[config.mk]
export PLATFORM = sky130hd
export DESIGN_NAME = ppc_device_flat
export DESIGN_NICKNAME = d
export VERILOG_FILES = /design/src/hw/ppc_pkg.sv /design/src/hw/ppc_if.sv /design/src/hw/ppc_port.sv /design/src/hw/ppc_device.sv /design/src/flat_wrapper.sv
export SDC_FILE = /design/constraint.sdc
export NUM_CORES = 1
export LEC_CHECK = 0
export BUFFER_PORTS_ARGS = -buffer_cell sky130_fd_sc_hd__buf_2
export CAP_MARGIN = 20
export CORE_MARGIN = 3
export CORE_UTILIZATION = 25
export CTS_CLUSTER_DIAMETER = 50
export DETAILED_ROUTE_END_ITERATION = 16
export PLACE_DENSITY = 0.37
export REMOVE_ABC_BUFFERS = 1
export SETUP_SLACK_MARGIN = 0.4
export SLEW_MARGIN = 20
export SYNTH_ARGS = -nofsm -noshare
export SYNTH_HDL_FRONTEND = slang
export SYNTH_SLANG_ARGS = --single-unit
[constraint.sdc]
create_clock -name clk -period 16.2 [get_ports clk]
set_input_delay 2.43 -clock clk [delete_from_list [all_inputs] [get_ports clk]]
set_output_delay 2.43 -clock clk [all_outputs]
set_load 0.02 [all_outputs]
[src/hw/ppc_pkg.sv]
/*
  Shared constants for the four-port power controller: command codes,
  field layouts, reset values, timing counts and host register map.
  Assumes a 100 MHz system clock on both ends.
*/
// Functional notes
// - Port turn-off clears power-good and port-on
// - Power-good latches on; clears only at turn-off
// - Status byte: good flags high, on flags low
// - Address byte: standalone bit over 7-bit address
// - Host avoids addresses 0x00, 0x30, 0x0C; ppc_host sends to any target, and the device answers 0x30 and 0x0C
// - Standalone bit sampled only after reset
// - Standalone bit selects field reset values
// - Mode register: 2 bits per port
// - Off, manual, semi-auto, auto behaviours
// - Host waits 1.2 ms before enable write
// - Host checks power-good before mode off; ppc_host forwards mode writes without reading the power flags
// - Unplug timer times out, port off, fault
// - Timer reset by long current; floor zero
// - Enable register: classify high, probe low
// - Manual enable runs one cycle, self-clears
// - Power-off command clears both enables
// - Semi-auto repeats probe, classify after valid
// - Auto powers on unless classification bad
// - Enable writes held during cool-down
// - Fast-off input powers off selected ports
// - Host keeps priority low bits zero
package ppc_pkg;
  localparam int NPORT = 4;
  localparam logic [7:0] REG_POWER_FLAGS = 8'h10;
  localparam logic [7:0] REG_BUS_ADDR = 8'h11;
  localparam logic [7:0] REG_MODES = 8'h12;
  localparam logic [7:0] REG_UNPLUG = 8'h13;
  localparam logic [7:0] REG_PROBE_CLASS = 8'h14;
  localparam logic [7:0] REG_FAST_OFF = 8'h15;
  localparam logic [7:0] REG_RESTART = 8'h18;
  localparam logic [7:0] REG_POWER_CMD = 8'h19;
  localparam logic [7:0] REG_RESET_CMD = 8'h1A;
  localparam logic [1:0] MODE_OFF = 2'h0;
  localparam logic [1:0] MODE_MANUAL = 2'h1;
  localparam logic [1:0] MODE_SEMI = 2'h2;
  localparam logic [1:0] MODE_AUTO = 2'h3;
  localparam int CLASS_LSB = 4;
  localparam int ADDR_SEL_BIT = 3;
  localparam logic [6:0] BROADCAST_ADDR = 7'h30;
  localparam logic [6:0] ALERT_ADDR = 7'h0C;
  localparam logic [7:0] RST_SA_MODES = 8'hFF;
  localparam logic [3:0] RST_SA_UNPLUG = 4'hF;
  localparam logic [7:0] RST_SA_PROBE = 8'hFF;
  localparam logic [3:0] RST_SA_FAST = 4'h0;
  localparam logic [7:0] RST_HOST_MODES = 8'h00;
  localparam logic [3:0] RST_HOST_UNPLUG = 4'h0;
  localparam logic [7:0] RST_HOST_PROBE = 8'h00;
  localparam logic [3:0] RST_HOST_FAST = 4'h0;
  localparam int CLK_HZ = 100_000_000;
  localparam int UNPLUG_WINDOW_MS = 360;
  localparam int UNPLUG_WINDOW_CYC = UNPLUG_WINDOW_MS * (CLK_HZ / 1000);
  localparam int UNPLUG_RESET_PCT = 13;
  localparam int GUARD_US = 1200;
  localparam int GUARD_CYC = GUARD_US * (CLK_HZ / 1_000_000);
  localparam logic [2:0] HREG_TARGET = 3'h0;
  localparam logic [2:0] HREG_CODE = 3'h1;
  localparam logic [2:0] HREG_DATA = 3'h2;
  localparam logic [2:0] HREG_CTRL = 3'h3;
  localparam logic [2:0] HREG_RDATA = 3'h4;
  localparam int CTRL_GO_WR = 0;
  localparam int CTRL_GO_RD = 1;
  localparam int STAT_BUSY = 0;
  localparam int STAT_NACK = 1;
  localparam int STAT_DONE = 2;
  typedef enum {SEQ_IDLE, SEQ_PROBE, SEQ_CLASSIFY} ppc_seq_type;
  typedef enum {HOST_IDLE, HOST_GUARD, HOST_WAIT, HOST_RESP} ppc_host_type;
endpackage : ppc_pkg

[src/hw/ppc_if.sv]
/*
  Command link between the host controller and the power controller.
  Assumes both ends share clk; the testbench instantiates and joins it.
*/
`timescale 1ns/1ps
interface ppc_if;
  logic req;
  logic wr;
  logic [6:0] addr;
  logic [7:0] code;
  logic [7:0] wdata;
  logic ack;
  logic [7:0] rdata;
  modport host (output req, wr, addr, code, wdata, input ack, rdata);
  modport device (input req, wr, addr, code, wdata, output ack, rdata);
endinterface : ppc_if

[src/hw/ppc_port.sv]
/*
  One port: probe/classify sequencer and unplug delay timer.
  Assumes enables and results come from logic on the same clock.
*/
`timescale 1ns/1ps
module ppc_port import ppc_pkg::*; #(
  parameter int WINDOW_CYC = UNPLUG_WINDOW_CYC
) (
  input wire logic clk, // System clock
  input wire logic reset, // Async reset
  input wire logic [1:0] mode, // Operating mode
  input wire logic probe_en, // Probe enable
  input wire logic class_en, // Classify enable
  input wire logic powered, // Port is on
  input wire logic cooldown, // Cool-down running
  input wire logic current_above, // Current above unplug threshold
  input wire logic unplug_watch, // Unplug watch enabled
  input wire logic probe_done, // Probe finished
  input wire logic probe_valid, // Probe saw valid resistance
  input wire logic class_done, // Classification finished
  input wire logic class_bad, // Unknown, overcurrent or mismatch
  output logic probe_start_q, // Start a probe
  output logic class_start_q, // Start a classification
  output logic power_on_q, // Request auto power-on
  output logic probe_clear_q, // Manual probe finished
  output logic class_clear_q, // Manual classify finished
  output logic timeout_q // Unplug timeout
);
  localparam int RESET_CYC = (WINDOW_CYC * UNPLUG_RESET_PCT + 99) / 100;
  ppc_seq_type state_q;
  logic [31:0] below_q;
  logic [31:0] above_q;
  logic abort;
  logic manual;
  logic settling;

  assign manual = (mode == MODE_MANUAL);
  assign abort = (mode == MODE_OFF) || powered || cooldown;
  // A clear pulse reaches the enables, and a power-on pulse reaches powered, one edge late; idle must
  // not mistake the stale enable for a fresh request
  assign settling = probe_clear_q || class_clear_q || power_on_q;

  ////////////////////////////////////////////////////////////////////
  always_ff @(posedge clk or posedge reset) begin
    if (reset) begin
      state_q <= SEQ_IDLE;
      probe_start_q <= 1'b0;
      class_start_q <= 1'b0;
      power_on_q <= 1'b0;
      probe_clear_q <= 1'b0;
      class_clear_q <= 1'b0;
    end else begin
      probe_start_q <= 1'b0;
      class_start_q <= 1'b0;
      power_on_q <= 1'b0;
      probe_clear_q <= 1'b0;
      class_clear_q <= 1'b0;
      case (state_q)
        SEQ_IDLE: begin
          if (!abort && !settling && probe_en) begin
            probe_start_q <= 1'b1;
            state_q <= SEQ_PROBE;
          end else if (!abort && !settling && manual && class_en) begin
            class_start_q <= 1'b1;
            state_q <= SEQ_CLASSIFY;
          end
        end
        SEQ_PROBE: begin
          if (abort) begin
            state_q <= SEQ_IDLE;
          end else if (probe_done) begin
            if (manual) begin
              probe_clear_q <= 1'b1;
              state_q <= SEQ_IDLE;
            end else if (probe_valid && class_en) begin
              class_start_q <= 1'b1;
              state_q <= SEQ_CLASSIFY;
            end else begin
              state_q <= SEQ_IDLE;
            end
          end
        end
        SEQ_CLASSIFY: begin
          if (abort) begin
            state_q <= SEQ_IDLE;
          end else if (class_done) begin
            class_clear_q <= manual;
            power_on_q <= (mode == MODE_AUTO) && !class_bad;
            state_q <= SEQ_IDLE;
          end
        end
        default: state_q <= SEQ_IDLE;
      endcase
    end
  end

  ////////////////////////////////////////////////////////////////////
  // Time below threshold counts up; time above counts it back down so a
  // short spike neither resets nor underflows the window.
  always_ff @(posedge clk or posedge reset) begin
    if (reset) begin
      below_q <= 32'h0;
      above_q <= 32'h0;
      timeout_q <= 1'b0;
    end else begin
      timeout_q <= 1'b0;
      if (!(powered && unplug_watch)) begin
        below_q <= 32'h0;
        above_q <= 32'h0;
      end else if (current_above) begin
        above_q <= above_q + 32'h1;
        if (above_q + 32'h1 >= 32'(RESET_CYC)) begin
          below_q <= 32'h0;
        end else if (below_q != 32'h0) begin
          below_q <= below_q - 32'h1;
        end
      end else begin
        above_q <= 32'h0;
        if (below_q >= 32'(WINDOW_CYC - 1)) begin
          timeout_q <= 1'b1;
          below_q <= 32'h0;
        end else begin
          below_q <= below_q + 32'h1;
        end
      end
    end
  end
endmodule : ppc_port

[src/hw/ppc_device.sv]
/*
  Power controller register bank: power flags, address byte, modes,
  unplug, probe/classify and fast-off registers, with four port engines.
  Assumes analog comparator and pin inputs are asynchronous, and that
  measurement, cool-down and fault inputs come from logic on clk.
*/
// Strobed register access is this design's own decision.
`timescale 1ns/1ps
module ppc_device import ppc_pkg::*; #(
  parameter int WINDOW_CYC = UNPLUG_WINDOW_CYC
) (
  input wire logic clk, // System clock
  input wire logic reset, // Async reset
  ppc_if.device link, // Command link
  input wire logic nv_standalone, // Stored standalone bit
  input wire logic [6:0] nv_bus_address, // Stored bus address
  input wire logic addr_sel_pin, // Address bit 3 pin
  input wire logic fast_off_input_n, // Fast shutdown, active low
  input wire logic [3:0] voltage_good_pin, // Output past good threshold
  input wire logic [3:0] current_probe_pin, // Current above unplug level
  input wire logic [3:0] turn_on_done, // Turn-on sequence complete
  input wire logic [3:0] fault_off, // Fault forces port off
  input wire logic [3:0] cooldown, // Cool-down running
  input wire logic [3:0] probe_done, // Probe finished
  input wire logic [3:0] probe_valid, // Valid resistance seen
  input wire logic [3:0] class_done, // Classification finished
  input wire logic [3:0] class_bad, // Bad classification result
  output logic [3:0] port_power_q, // Power switch per port
  output logic [3:0] probe_start, // Probe start pulse
  output logic [3:0] classify_start, // Classify start pulse
  output logic [3:0] unplug_fault_flag // Unplug fault pulse
);
  logic [9:0] sync1_q;
  logic [9:0] sync2_q;
  logic load_q;
  logic standalone_q;
  logic [6:0] addr_q;
  logic [7:0] modes_q;
  logic [3:0] unplug_en_q;
  logic [3:0] fast_sel_q;
  logic ack_q;
  logic [7:0] rdata_q;
  logic [7:0] rdata_d;
  logic [6:0] own_addr;
  logic match;
  logic wr_hit;
  logic fast_low;
  wire [3:0] good_vec;
  wire [3:0] probe_vec;
  wire [3:0] class_vec;

  assign link.ack = ack_q;
  assign link.rdata = rdata_q;
  assign fast_low = !sync2_q[9];
  assign own_addr = {addr_q[6:4], sync2_q[8], addr_q[2:0]};
  assign match = (link.addr == own_addr) || (link.addr == BROADCAST_ADDR)
    || (link.addr == ALERT_ADDR);
  assign wr_hit = link.req && link.wr && match;

  ////////////////////////////////////////////////////////////////////
  // Pin inputs pass two flops before use
  always_ff @(posedge clk or posedge reset) begin
    if (reset) begin
      sync1_q <= 10'h200;
      sync2_q <= 10'h200;
    end else begin
      sync1_q <= {fast_off_input_n, addr_sel_pin, voltage_good_pin, current_probe_pin};
      sync2_q <= sync1_q;
    end
  end

  ////////////////////////////////////////////////////////////////////
  // Stored bits are caught once at the first edge after reset release;
  // later changes wait for the next reset.
  always_ff @(posedge clk or posedge reset) begin
    if (reset) begin
      load_q <= 1'b1;
      standalone_q <= 1'b0;
      addr_q <= 7'h00;
    end else if (load_q) begin
      load_q <= 1'b0;
      standalone_q <= nv_standalone;
      addr_q <= nv_bus_address;
    end
  end

  ////////////////////////////////////////////////////////////////////
  always_ff @(posedge clk or posedge reset) begin
    if (reset) begin
      modes_q <= RST_HOST_MODES;
      unplug_en_q <= RST_HOST_UNPLUG;
      fast_sel_q <= RST_HOST_FAST;
    end else if (load_q) begin
      modes_q <= nv_standalone ? RST_SA_MODES : RST_HOST_MODES;
      unplug_en_q <= nv_standalone ? RST_SA_UNPLUG : RST_HOST_UNPLUG;
      fast_sel_q <= nv_standalone ? RST_SA_FAST : RST_HOST_FAST;
    end else if (wr_hit) begin
      case (link.code)
        REG_MODES: modes_q <= link.wdata;
        REG_UNPLUG: unplug_en_q <= link.wdata[3:0];
        REG_FAST_OFF: fast_sel_q <= link.wdata[7:4];
        default: ;
      endcase
    end
  end

  ////////////////////////////////////////////////////////////////////
  genvar i;
  generate
    for (i = 0; i < NPORT; i++) begin : g_port
      logic on_q;
      logic good_q;
      logic probe_en_q;
      logic class_en_q;
      logic held_q;
      logic [1:0] hold_q;
      logic cool_q;
      logic turn_off;
      logic cmd_off;
      logic cmd_on;
      logic en_wr;
      logic auto_on;
      logic probe_clr;
      logic class_clr;
      logic timeout;
      logic [1:0] mode;

      assign mode = modes_q[2*i+1:2*i];
      assign cmd_off = wr_hit && (link.code == REG_POWER_CMD) && link.wdata[CLASS_LSB+i];
      assign cmd_on = wr_hit && (link.code == REG_POWER_CMD) && link.wdata[i];
      assign en_wr = wr_hit && (link.code == REG_PROBE_CLASS);
      assign turn_off = fault_off[i] || timeout || cmd_off || (mode == MODE_OFF)
        || (fast_sel_q[i] && fast_low);
      assign good_vec[i] = good_q;
      assign probe_vec[i] = probe_en_q;
      assign class_vec[i] = class_en_q;

      always_ff @(posedge clk or posedge reset) begin
        if (reset) begin
          on_q <= 1'b0;
          good_q <= 1'b0;
        end else if (turn_off) begin
          on_q <= 1'b0;
          good_q <= 1'b0;
        end else begin
          if (cmd_on || auto_on) begin
            on_q <= 1'b1;
          end
          if (on_q && turn_on_done[i] && sync2_q[4+i]) begin
            good_q <= 1'b1;
          end
        end
      end

      // Host writes beat a same-cycle self-clear so no command is lost
      always_ff @(posedge clk or posedge reset) begin
        if (reset) begin
          probe_en_q <= 1'b0;
          class_en_q <= 1'b0;
          held_q <= 1'b0;
          hold_q <= 2'h0;
          cool_q <= 1'b0;
        end else begin
          cool_q <= cooldown[i];
          if (load_q) begin
            probe_en_q <= nv_standalone && RST_SA_PROBE[i];
            class_en_q <= nv_standalone && RST_SA_PROBE[CLASS_LSB+i];
          end else if (en_wr && !cooldown[i]) begin
            probe_en_q <= link.wdata[i];
            class_en_q <= link.wdata[CLASS_LSB+i];
          end else if (en_wr) begin
            held_q <= 1'b1;
            hold_q <= {link.wdata[CLASS_LSB+i], link.wdata[i]};
          end else if (held_q && cool_q && !cooldown[i]) begin
            held_q <= 1'b0;
            probe_en_q <= hold_q[0];
            class_en_q <= hold_q[1];
          end else if (cmd_off) begin
            probe_en_q <= 1'b0;
            class_en_q <= 1'b0;
          end else begin
            if (probe_clr) begin
              probe_en_q <= 1'b0;
            end
            if (class_clr) begin
              class_en_q <= 1'b0;
            end
          end
        end
      end

      ppc_port #(.WINDOW_CYC(WINDOW_CYC)) u_port (
        .clk(clk),
        .reset(reset),
        .mode(mode),
        .probe_en(probe_en_q),
        .class_en(class_en_q),
        .powered(on_q),
        .cooldown(cooldown[i]),
        .current_above(sync2_q[i]),
        .unplug_watch(unplug_en_q[i]),
        .probe_done(probe_done[i]),
        .probe_valid(probe_valid[i]),
        .class_done(class_done[i]),
        .class_bad(class_bad[i]),
        .probe_start_q(probe_start[i]),
        .class_start_q(classify_start[i]),
        .power_on_q(auto_on),
        .probe_clear_q(probe_clr),
        .class_clear_q(class_clr),
        .timeout_q(timeout)
      );
      assign unplug_fault_flag[i] = timeout;
      assign port_power_q[i] = on_q;
    end
  endgenerate

  ////////////////////////////////////////////////////////////////////
  always_comb begin
    case (link.code)
      REG_POWER_FLAGS: rdata_d = {good_vec, port_power_q};
      REG_BUS_ADDR: rdata_d = {standalone_q, addr_q};
      REG_MODES: rdata_d = modes_q;
      REG_UNPLUG: rdata_d = {4'h0, unplug_en_q};
      REG_PROBE_CLASS: rdata_d = {class_vec, probe_vec};
      REG_FAST_OFF: rdata_d = {fast_sel_q, 4'h0};
      default: rdata_d = 8'h00;
    endcase
  end

  always_ff @(posedge clk or posedge reset) begin
    if (reset) begin
      ack_q <= 1'b0;
      rdata_q <= 8'h00;
    end else begin
      ack_q <= link.req && match;
      rdata_q <= (link.req && !link.wr && match) ? rdata_d : 8'h00;
    end
  end
endmodule : ppc_device

[src/flat_wrapper.sv]
// flat-port wrapper written by rule: the top's interface ports become plain ports
module ppc_device_flat import ppc_pkg::*;
#(
  parameter int WINDOW_CYC = UNPLUG_WINDOW_CYC
)
  (clk, reset, nv_standalone, nv_bus_address, addr_sel_pin, fast_off_input_n, voltage_good_pin, current_probe_pin, turn_on_done, fault_off, cooldown, probe_done, probe_valid, class_done, class_bad, port_power_q, probe_start, classify_start, unplug_fault_flag, link_req, link_wr, link_addr, link_code, link_wdata, link_ack, link_rdata);
  ppc_if link_i ();
  input wire logic clk;
  input wire logic reset;
  input wire logic nv_standalone;
  input wire logic [6:0] nv_bus_address;
  input wire logic addr_sel_pin;
  input wire logic fast_off_input_n;
  input wire logic [3:0] voltage_good_pin;
  input wire logic [3:0] current_probe_pin;
  input wire logic [3:0] turn_on_done;
  input wire logic [3:0] fault_off;
  input wire logic [3:0] cooldown;
  input wire logic [3:0] probe_done;
  input wire logic [3:0] probe_valid;
  input wire logic [3:0] class_done;
  input wire logic [3:0] class_bad;
  output logic [3:0] port_power_q;
  output logic [3:0] probe_start;
  output logic [3:0] classify_start;
  output logic [3:0] unplug_fault_flag;
  input wire logic [$bits(link_i.req)-1:0] link_req;
  input wire logic [$bits(link_i.wr)-1:0] link_wr;
  input wire logic [$bits(link_i.addr)-1:0] link_addr;
  input wire logic [$bits(link_i.code)-1:0] link_code;
  input wire logic [$bits(link_i.wdata)-1:0] link_wdata;
  output wire logic [$bits(link_i.ack)-1:0] link_ack;
  output wire logic [$bits(link_i.rdata)-1:0] link_rdata;
  assign link_i.req = link_req;
  assign link_i.wr = link_wr;
  assign link_i.addr = link_addr;
  assign link_i.code = link_code;
  assign link_i.wdata = link_wdata;
  assign link_ack = link_i.ack;
  assign link_rdata = link_i.rdata;
  ppc_device #(.WINDOW_CYC(WINDOW_CYC)) u_core (.clk(clk), .reset(reset), .link(link_i), .nv_standalone(nv_standalone), .nv_bus_address(nv_bus_address), .addr_sel_pin(addr_sel_pin), .fast_off_input_n(fast_off_input_n), .voltage_good_pin(voltage_good_pin), .current_probe_pin(current_probe_pin), .turn_on_done(turn_on_done), .fault_off(fault_off), .cooldown(cooldown), .probe_done(probe_done), .probe_valid(probe_valid), .class_done(class_done), .class_bad(class_bad), .port_power_q(port_power_q), .probe_start(probe_start), .classify_start(classify_start), .unplug_fault_flag(unplug_fault_flag));
endmodule
==> results of run 1 <==
[final timing paths]
kind / end / slack [ns] / cells after the start
min in group asynchronous: u_core.g_port[0].u_port.below_q[8] / 1.96 / 2
worst min-delay path: u_core.sync2_q[1] / 0.34 / 0
worst min register to register: u_core.sync2_q[1] / 0.34 / 0
max in group asynchronous: u_core.g_port[2].u_port.below_q[1] / 12.75 / 3
worst max-delay path: u_core.g_port[3].hold_q[1] / 11.09 / 8
worst max register to register: u_core.g_port[2].u_port.below_q[14] / 12.08 / 10
[layout make-up]
cell class                      instances  area (sq um)  area share
Inverter                               53           206     0.00785
Sequential cell                       374          9360       0.356
Multi-Input combinational cell       1993         12100       0.460
Timing Repair Buffer                  118           656      0.0249
Clock inverter                         49           617      0.0235
Antenna cell                            7          17.5    0.000666
Tap cell                             1165          1460      0.0554
Clock buffer                           82          1890      0.0718
[cells in the mapped netlist (6+ instances only)]
master / count
or3_1: 47
and4_1: 20
o21a_1: 6
nand2b_1: 18
a31oi_1: 64
and2_1: 26
or2_2: 10
nor3b_1: 22
a22oi_1: 33
o21ai_0: 99
a211oi_1: 27
a211o_1: 11
mux2_2: 22
nand2_1: 209
a311oi_1: 28
buf_2: 19
and3_1: 52
nor4b_1: 8
a221oi_1: 13
xnor2_1: 105
nand4b_1: 10
nand4_1: 69
nor2_1: 342
nor2b_1: 18
o22a_1: 6
nand3b_1: 8
o31ai_1: 6
ha_1: 16
o211ai_1: 6
nor4_1: 70
or4_1: 13
clkbuf_1: 123
inv_1: 53
o21bai_1: 6
dfrtp_1: 371
nand3_1: 118
nor3_1: 160
a21o_1: 10
nor4_2: 6
buf_4: 20
a21oi_1: 88
a21boi_0: 7
mux2i_1: 9
xor2_1: 113
[per-layer routing]
layer  global-route usage  vias up  share of wire
li1                     -     9472              -
met1                0.202     9663           0.47
met2                0.226      406           0.43
met3               0.0393      148          0.058
met4               0.0540       12          0.035
met5                    0        -        0.00099
[state kept, by name (all words and copies together), names as in the netlist, 7 cells and up]
name,count
u_core.g_port.u_port.above_q,128
u_core.g_port.u_port.below_q,128
u_core.sync1_q,10
u_core.sync2_q,10
u_core.g_port.hold_q,8
u_core.g_port.u_port.state_q,8
u_core.link.rdata,8
u_core.modes_q,8
u_core.addr_q,7
[cell usage in the layout (no fill, tap or decap), drive strengths merged, types with 50 or more instances in the layout]
cell type,count
o21ai,99
xor2,113
or3,50
nor3,164
clkbuf,82
nor2,343
nand2,209
and3,53
a21oi,90
xnor2,105
inv,61
dfrtp,371
nand4,71
a31oi,64
nand3,122
nor4,78
buf,118
[critical path: cells and delay by family]
| kind | cells | cell delay (ns) |
|---|---|---|
| buffers and inverters | 2 | 0.34 |
| AND/OR/NAND/NOR | 5 | 2.50 |
| multiplexers | 1 | 0.33 |
[metrics by stage]
step | hold slack, ns | cells | total power [mW] | setup WS, ns
after floorplan | 0.331 | 2420 | 1.08 | 3.39
after global placement | 0.336 | 3703 | 1.15 | 10.71
after detailed placement | 0.335 | 3703 | 1.15 | 10.56
after CTS | 0.347 | 3834 | 2.75 | 11.20
after global routing | 0.348 | 3834 | 2.81 | 10.94
final | 0.345 | 3841 | 2.69 | 11.09
[cells by family after synthesis]
logic type,count (synthesis),synth area share
compound gates,471,0.141
mux,31,0.0151
fa+ha+maj,16,0.00894
flops,374,0.418
other cells,1,0.000167
simple gates,1256,0.289
buf+inv,223,0.0429
xor+xnor,218,0.0853
[power breakdown]
group	internal (mW)	total, mW	switching (mW)	leakage [nW]
Clock	1.01	1.56	0.552	1.20
Combinational	0.0535	0.144	0.0905	4.60
Sequential	0.955	0.986	0.0313	5.10
==> metrics.csv, run 1 <==
metric,value,unit
Layout Skew,0.0272,ns
largest net degree at the start of global routing,150,
"Max FO, Critical Path",11,
final hold viol count,0,
GP Congestion,0.798,
total grt overflow,0,
area of placed instances,0.0238,sq mm
first-pass GRT wire length,112000,um
status,finished clean,
Layout area overhead,17.5,%
Post-synth EDFFs,0,
period utilisation layout,0.316,
type of origin of the critical path,input pin,
minimum clock period after layout,5.11,ns
PortBufs,97,
Slew HR,0.297,
root buffer cell,clkbuf_16,
CTS tree,yes,
synth top area cells,"dfrtp_1 41%, nor2_1 5.7%, xor2_1 4.4%, xnor2_1 4.1%, nor3_1 3.6%",
FF-to-FF Start,u_core.g_port[2].u_port.above_q[7],
layout cells sized above 1,0.121,
initial DRC count,1103,
post-DP HPWL,48300,um
asr flop ratio synth,1.00,
setup TNS,0,ns
DRT Pass-1 Iters,5,
Yosys warnings,0,
Clock Sink Count,374,
FP Rows,109,
cell area after synthesis,0.0224,sq mm
Longest Clk Path Bufs,3,
Layout fillers,9352,
Die W,305,um
Slew @ Worst Pin,1.05,ns
vias in the first global route,19400,
Syn Area/Cell,8.65,sq um
"Seq/Total Area, Yosys",0.418,
starting density of the core,0.253,
"slowest stage delay, CP",0.83,ns
Critical-path top delay cell,nor2_1,
Hold Buf Count CTS,0,
CP Data Required Time,16.69,ns
I/O pin count,98,
largest area contributor in the netlist,dfrtp_1,
Vias/cell,5.13,
Routed Antenna Nets,0,
cell area power density,102,mW/mm^2
total wire length,70000,um
Final setup viols,0,
clock latency at the later pin of the worst-skew pair,0.61,ns
final core occ,0.297,
initial antenna violation count,15,
Core Region,0.0886,sq mm
Mapped Cells,2590,
CTS buffer count,71,
Pins Over Slew Limit,0,
ys flop type,dfrtp_1,
routed vias,19700,
H-tree Lvls,3,
Crit. End Element,flip-flop,
RSZ-0062 raised after global routing,false,
Synth cell types,91,
cts repair resizes,0,
# Post-CTS Setup Buffers,0,
CP Data Arrival Time,5.60,ns
Global Route Usage Sum,0.148,
Fmax achieved,196,MHz
cells along the critical path,buf_2 > nor4b_1 > buf_4 > and4_1 > nand4_1 > nor2_1 > nand2_1 > mux2_2,
Worst Hold Class,flip-flop to flip-flop,
Clock Pin Slew Worst Setup and Hold Paths,0.05,ns
top cell type's share of synthesized area,0.415,
Final #Nets,2700,
die outline height,305,um
Max Cap Viol,0,
WL/cell,18.2,um
Pleak,10.9,nW
# DRC,0,
number of synthesized register bits,374,
Worst Setup SP,link_code[5],
post-route cell area,0.0263,sq mm
Die Area,0.0932,sq mm
kind of critical path,input pin to flip-flop,
hold_sp,u_core.sync1_q[1],
Peak VDD IR,0.0000554,V
No activity file was read; power rests on OpenSTA's default activity.
==> run 2, diff against run 1 <==
clock period = 4.77 ns   (was 16.2 ns; I/O delays follow)
==> run 2 against run 1 <==
First-iteration DRC count increased by 0.63%. Sequential power rose to 3.4 times the previous value. Cell count is 0.91% higher. Non-clock buffer count rose by 20. Power rose to 3.5 times the previous value. Count of clock-buffer cells in the layout increased by 19. Critical path depth rose by 1. Flip-flop and latch count unchanged. Highest routed layer unchanged. Largest cell class unchanged.
==> metrics.csv, run 2 (synthesis results as in run 1) <==
metric,value,unit
Slew HR,0.396,
total grt overflow,0,
"Max FO, Critical Path",11,
minimum clock period after layout,3.75,ns
clock latency at the later pin of the worst-skew pair,0.62,ns
cts repair resizes,0,
cells along the critical path,nand3_2 > nor4_4 > nand3_2 > nor4_1 > nor3_1 > nor4_2 > nand2_1 > or3_1 > a311oi_1,
Worst Reg-to-Reg Cells,9,
DP Cell Count,3723,
status,finished clean,
post-DP HPWL,48600,um
Layout area overhead,19.2,%
period utilisation layout,0.786,
Critical-path top delay cell,nor4_4,
GP Congestion,0.811,
die outline height,305,um
WL/cell,18.0,um
"commonest non-fill, non-tap cells in the layout","370 x dfrtp_1, 342 x nor2_1, 209 x nand2_1",
FP Rows,109,
cell depth of the worst hold path,1,
Clock Sink Count,374,
kind of critical path,flip-flop to flip-flop,
first-pass GRT wire length,112000,um
CP Data Arrival Time,4.25,ns
Die Area,0.0932,sq mm
"slowest stage delay, CP",0.54,ns
DRT Pass-1 Iters,5,
vias in the first global route,19500,
largest registers,"u_core.g_port.u_port.above_q x128, u_core.g_port.u_port.below_q x128",
Vias/cell,5.09,
starting density of the core,0.253,
total wire length,69700,um
Die W,305,um
Layout fillers,9452,
PortBufs,97,
Layout Skew,0.0206,ns
Max Cap Viol,0,
type of origin of the critical path,flip-flop,
routed vias,19700,
"commonest non-fill, non-tap cell in the layout",dfrtp_1,
setup TNS,0,ns
Global Route Usage Sum,0.148,
Worst path most repeated cell,nand3_2,
CTS buffer count,79,
Slew @ Worst Pin,0.894,ns
initial antenna violation count,13,
largest net degree at the start of global routing,101,
Worst Hold Class,input pin to flip-flop,
Final setup viols,0,
RSZ-0062 raised after global routing,false,
cell area power density,356,mW/mm^2
Hold Buf Count CTS,0,
root buffer cell,clkbuf_16,
Peak VDD IR,0.000218,V
Routed Antenna Nets,0,
CP Data Required Time,5.27,ns
CTS tree,yes,
Pleak,11.1,nW
Clock Pin Slew Worst Setup and Hold Paths,0.05,ns
# Post-CTS Setup Buffers,0,
final hold viol count,0,
Non-Filler Instances,3876,
Pins Over Slew Limit,0,
Core Region,0.0886,sq mm
Fmax achieved,267,MHz
H-tree Lvls,3,
# DRC,0,
layout cells sized above 1,0.129,
Final #Nets,2728,
Crit. End Element,flip-flop,
Longest Clk Path Bufs,3,
I/O pin count,98,
initial DRC count,1110,
[run 2: area by class of cell]
| class | instances | area [sq um] | area share |
|---|---|---|---|
| clock inverter | 45 | 553 | 0.0207 |
| antenna | 7 | 17.5 | 0.000656 |
| clock buffer | 101 | 2180 | 0.0817 |
| multi-input combinational | 1993 | 12100 | 0.453 |
| sequential | 374 | 9360 | 0.351 |
| timing repair buffer | 138 | 831 | 0.0311 |
| inverter | 53 | 206 | 0.00773 |
| tap | 1165 | 1460 | 0.0546 |
[run 2: path summary, 6_finish.rpt]
check / startpoint / end / slack [ns]
setup reg to reg: u_core.g_port[1].u_port.above_q[6] / u_core.g_port[1].u_port.below_q[6] / 1.02
hold / removal: voltage_good_pin[0] / u_core.sync1_q[4] / 0.20
min in group asynchronous: reset / u_core.g_port[0].u_port.below_q[13] / 0.24
max in group asynchronous: reset / u_core.g_port[3].u_port.above_q[23] / 3.38
hold reg to reg: u_core.sync1_q[1] / u_core.sync2_q[1] / 0.34
setup / recovery: u_core.g_port[1].u_port.above_q[6] / u_core.g_port[1].u_port.below_q[6] / 1.02
[run 2: stage by stage]
| step | area, sq um | total power [mW] | util | hold WS (ns) | worst slack [ns] |
|---|---|---|---|---|---|
| 6_report | 26700 | 9.50 | 0.301 | 0.200 | 1.02 |
| 5_1_grt | 26700 | 9.94 | 0.301 | 0.165 | 0.656 |
| 4_1_cts | 26700 | 9.72 | 0.301 | 0.151 | 1.01 |
| 3_5_place_dp | 23900 | 3.90 | 0.270 | 0.336 | 1.04 |
| 3_3_place_gp | 23900 | 3.90 | 0.270 | 0.331 | 1.14 |
| 2_1_floorplan | 21600 | 3.68 | - | 0.331 | -6.33 |
[run 2: where the power goes]
part	internal [mW]	total (mW)	switching [mW]
sequential	3.24	3.34	0.0970
combinational	0.187	0.499	0.312
clock	3.70	5.66	1.96
[run 2: worst max-delay path, delay by kind of cell (launching register included)]
kind	cells	cell delay, ns
simple gates	8	2.85
flops	1	0.51
compound gates	1	0.28
[run 2: layer usage]
layer,global-route usage,share of wire
met1,0.208,0.48
met2,0.224,0.43
met3,0.0371,0.060
met4,0.0454,0.027
met5,0,0.00099
==> run 3, diff against run 2 <==
PLACE_DENSITY = 0.38   (was 0.37)
clock period = 3.25 ns   (was 4.77 ns; I/O delays follow)
==> run 3 against run 2 <==
Die area is the same. Power grew 45%. Setup slack lost 0.69 ns. Register-to-register slack lost 0.69 ns. Count of clock-buffer cells in the layout shrank 7. Utilization grew 5.1 points. Non-clock buffer count grew 261. Worst hold slack lost 0.13 ns. Highest routed layer unchanged.
==> metrics.csv, run 3 (synthesis results as in run 1) <==
metric,value,unit
Peak VDD IR,0.000313,V
Fmax achieved,343,MHz
FP Rows,109,
Final setup viols,0,
setup TNS,0,ns
starting density of the core,0.253,
initial antenna violation count,16,
Clock Sink Count,374,
Final #Nets,2989,
CTS buffer count,76,
CTS tree,yes,
layout cells sized above 1,0.307,
total wire length,76700,um
# DRC,0,
Power Internal,10.4,mW
power share of the clock group,0.581,
first-pass GRT wire length,118000,um
NetSw,3.43,mW
Crit. End Element,flip-flop,
post-route setup slack,0.333,ns
largest net degree at the start of global routing,59,
Routed Antenna Nets,0,
Layout Skew,0.0208,ns
final hold viol count,0,
"Max FO, Critical Path",8,
largest registers,"u_core.g_port.u_port.above_q x128, u_core.g_port.u_port.below_q x128",
Pins Over Slew Limit,0,
Longest Clk Path Bufs,3,
Global Route Usage Sum,0.156,
Die W,305,um
GP Congestion,0.836,
H-tree Lvls,3,
RSZ-0062 raised after global routing,true,
kind of critical path,flip-flop to flip-flop,
Layout area overhead,39.4,%
DRT Pass-1 Iters,5,
"commonest non-fill, non-tap cell in the layout",dfrtp_1,
Sequential Power Share,0.355,
vias in the first global route,20800,
period utilisation layout,0.897,
Core Region,0.0886,sq mm
clock latency at the later pin of the worst-skew pair,0.62,ns
type of origin of the critical path,flip-flop,
status,finished clean,
total grt overflow,0,
I/O pin count,98,
"commonest non-fill, non-tap cells in the layout","330 x dfrtp_1, 320 x nor2_1, 225 x buf_4",
Slew HR,0.458,
Place WS,-0.00764,ns
Clock Pin Slew Worst Setup and Hold Paths,0.06,ns
Die Area,0.0932,sq mm
Slew @ Worst Pin,0.811,ns
Logic pwr share,0.064,
Max Cap Viol,0,
Worst Hold Class,input pin to flip-flop,
root buffer cell,clkbuf_16,
PortBufs,97,
WL/cell,18.6,um
switch share,0.248,
cell area power density,443,mW/mm^2
routed vias,21100,
minimum clock period after layout,2.92,ns
Vias/cell,5.11,
CP Data Required Time,3.74,ns
post-DP HPWL,50700,um
die outline height,305,um
CP Data Arrival Time,3.41,ns
Pleak,13.0,nW
initial DRC count,1298,
==> run 3: path summary, 6_finish.rpt <==
check                                                   start                                  end  slack [ns]  cells past startpoint
max                        u_core.g_port[0].u_port.above_q[0]  u_core.g_port[0].u_port.below_q[24]        0.33                     16
min                                              class_bad[1]   u_core.g_port[1].u_port.power_on_q        0.07                      2
min in group asynchronous                               reset  u_core.g_port[0].u_port.above_q[26]        0.48                      3
max reg2reg                u_core.g_port[0].u_port.above_q[0]  u_core.g_port[0].u_port.below_q[24]        0.33                     16
max in group asynchronous                               reset   u_core.g_port[3].u_port.below_q[1]        1.87                      4
min reg2reg                                 u_core.sync1_q[8]                    u_core.sync2_q[8]        0.35                      0
==> run 3: power groups by stage <==
stage          Clock, mW  Combinational (mW)  Sequential, mW
5_1_grt             8.51               0.983            4.92
2_1_floorplan          0               0.450            4.95
3_3_place_gp           0               0.771            4.98
3_5_place_dp           0               0.780            4.98
4_1_cts             8.29               0.812            4.90
6_report            8.03               0.881            4.91
==> run 3: layer usage <==
| layer | global-route usage | wire, um |
|---|---|---|
| met1 | 0.211 | 35800 |
| met2 | 0.241 | 34300 |
| met3 | 0.0380 | 4010 |
| met4 | 0.0577 | 2560 |
| met5 | 0 | 141 |
==> run 3: metrics by stage <==
step / area [sq um] / instances / hold slack [ns] / utilization / total power [mW]
2_1_floorplan: 21600 / 2420 / 0.331 / - / 5.40
3_3_place_gp: 24800 / 3815 / 0.333 / 0.279 / 5.75
3_5_place_dp: 24800 / 3815 / 0.340 / 0.279 / 5.76
4_1_cts: 28800 / 4040 / 0.0166 / 0.325 / 14.0
5_1_grt: 31200 / 4122 / 0.0408 / 0.352 / 14.4
6_report: 31200 / 4127 / 0.0743 / 0.352 / 13.8
==> run 3: layout make-up <==
type,instances,area [sq um]
fill,9055,57400
multi-input combinational,1996,14100
sequential,374,9410
timing repair buffer,399,3390
clock buffer,94,2090
tap,1165,1460
clock inverter,41,508
inverter,53,206
antenna,5,12.5
==> run 3: timing repair <==
action	4_1_cts	5_1_grt
buffers inserted	73	70
pin swaps	52	135
hold buffers	11	0
gates resized for setup	147	318
endpoints found under the setup margin	123	127
cloned	6	12
endpoints found under the hold margin	61	0
==> run 3: critical path, stage by stage, from the launching register on <==
cell and delay [ns]:
dfrtp_1 0.39, ha_4 0.17, nand2_2 0.06, buf_6 0.13, nor4_4 0.20, buf_4 0.19, buf_4 0.12, xnor2_2 0.12
nor3_1 0.07, o2bb2ai_1 0.16, a211oi_2 0.34, clkbuf_16 0.21, buf_6 0.10, a21bo_4 0.19, buf_12 0.16, buf_8 0.12
nor2_1 0.04
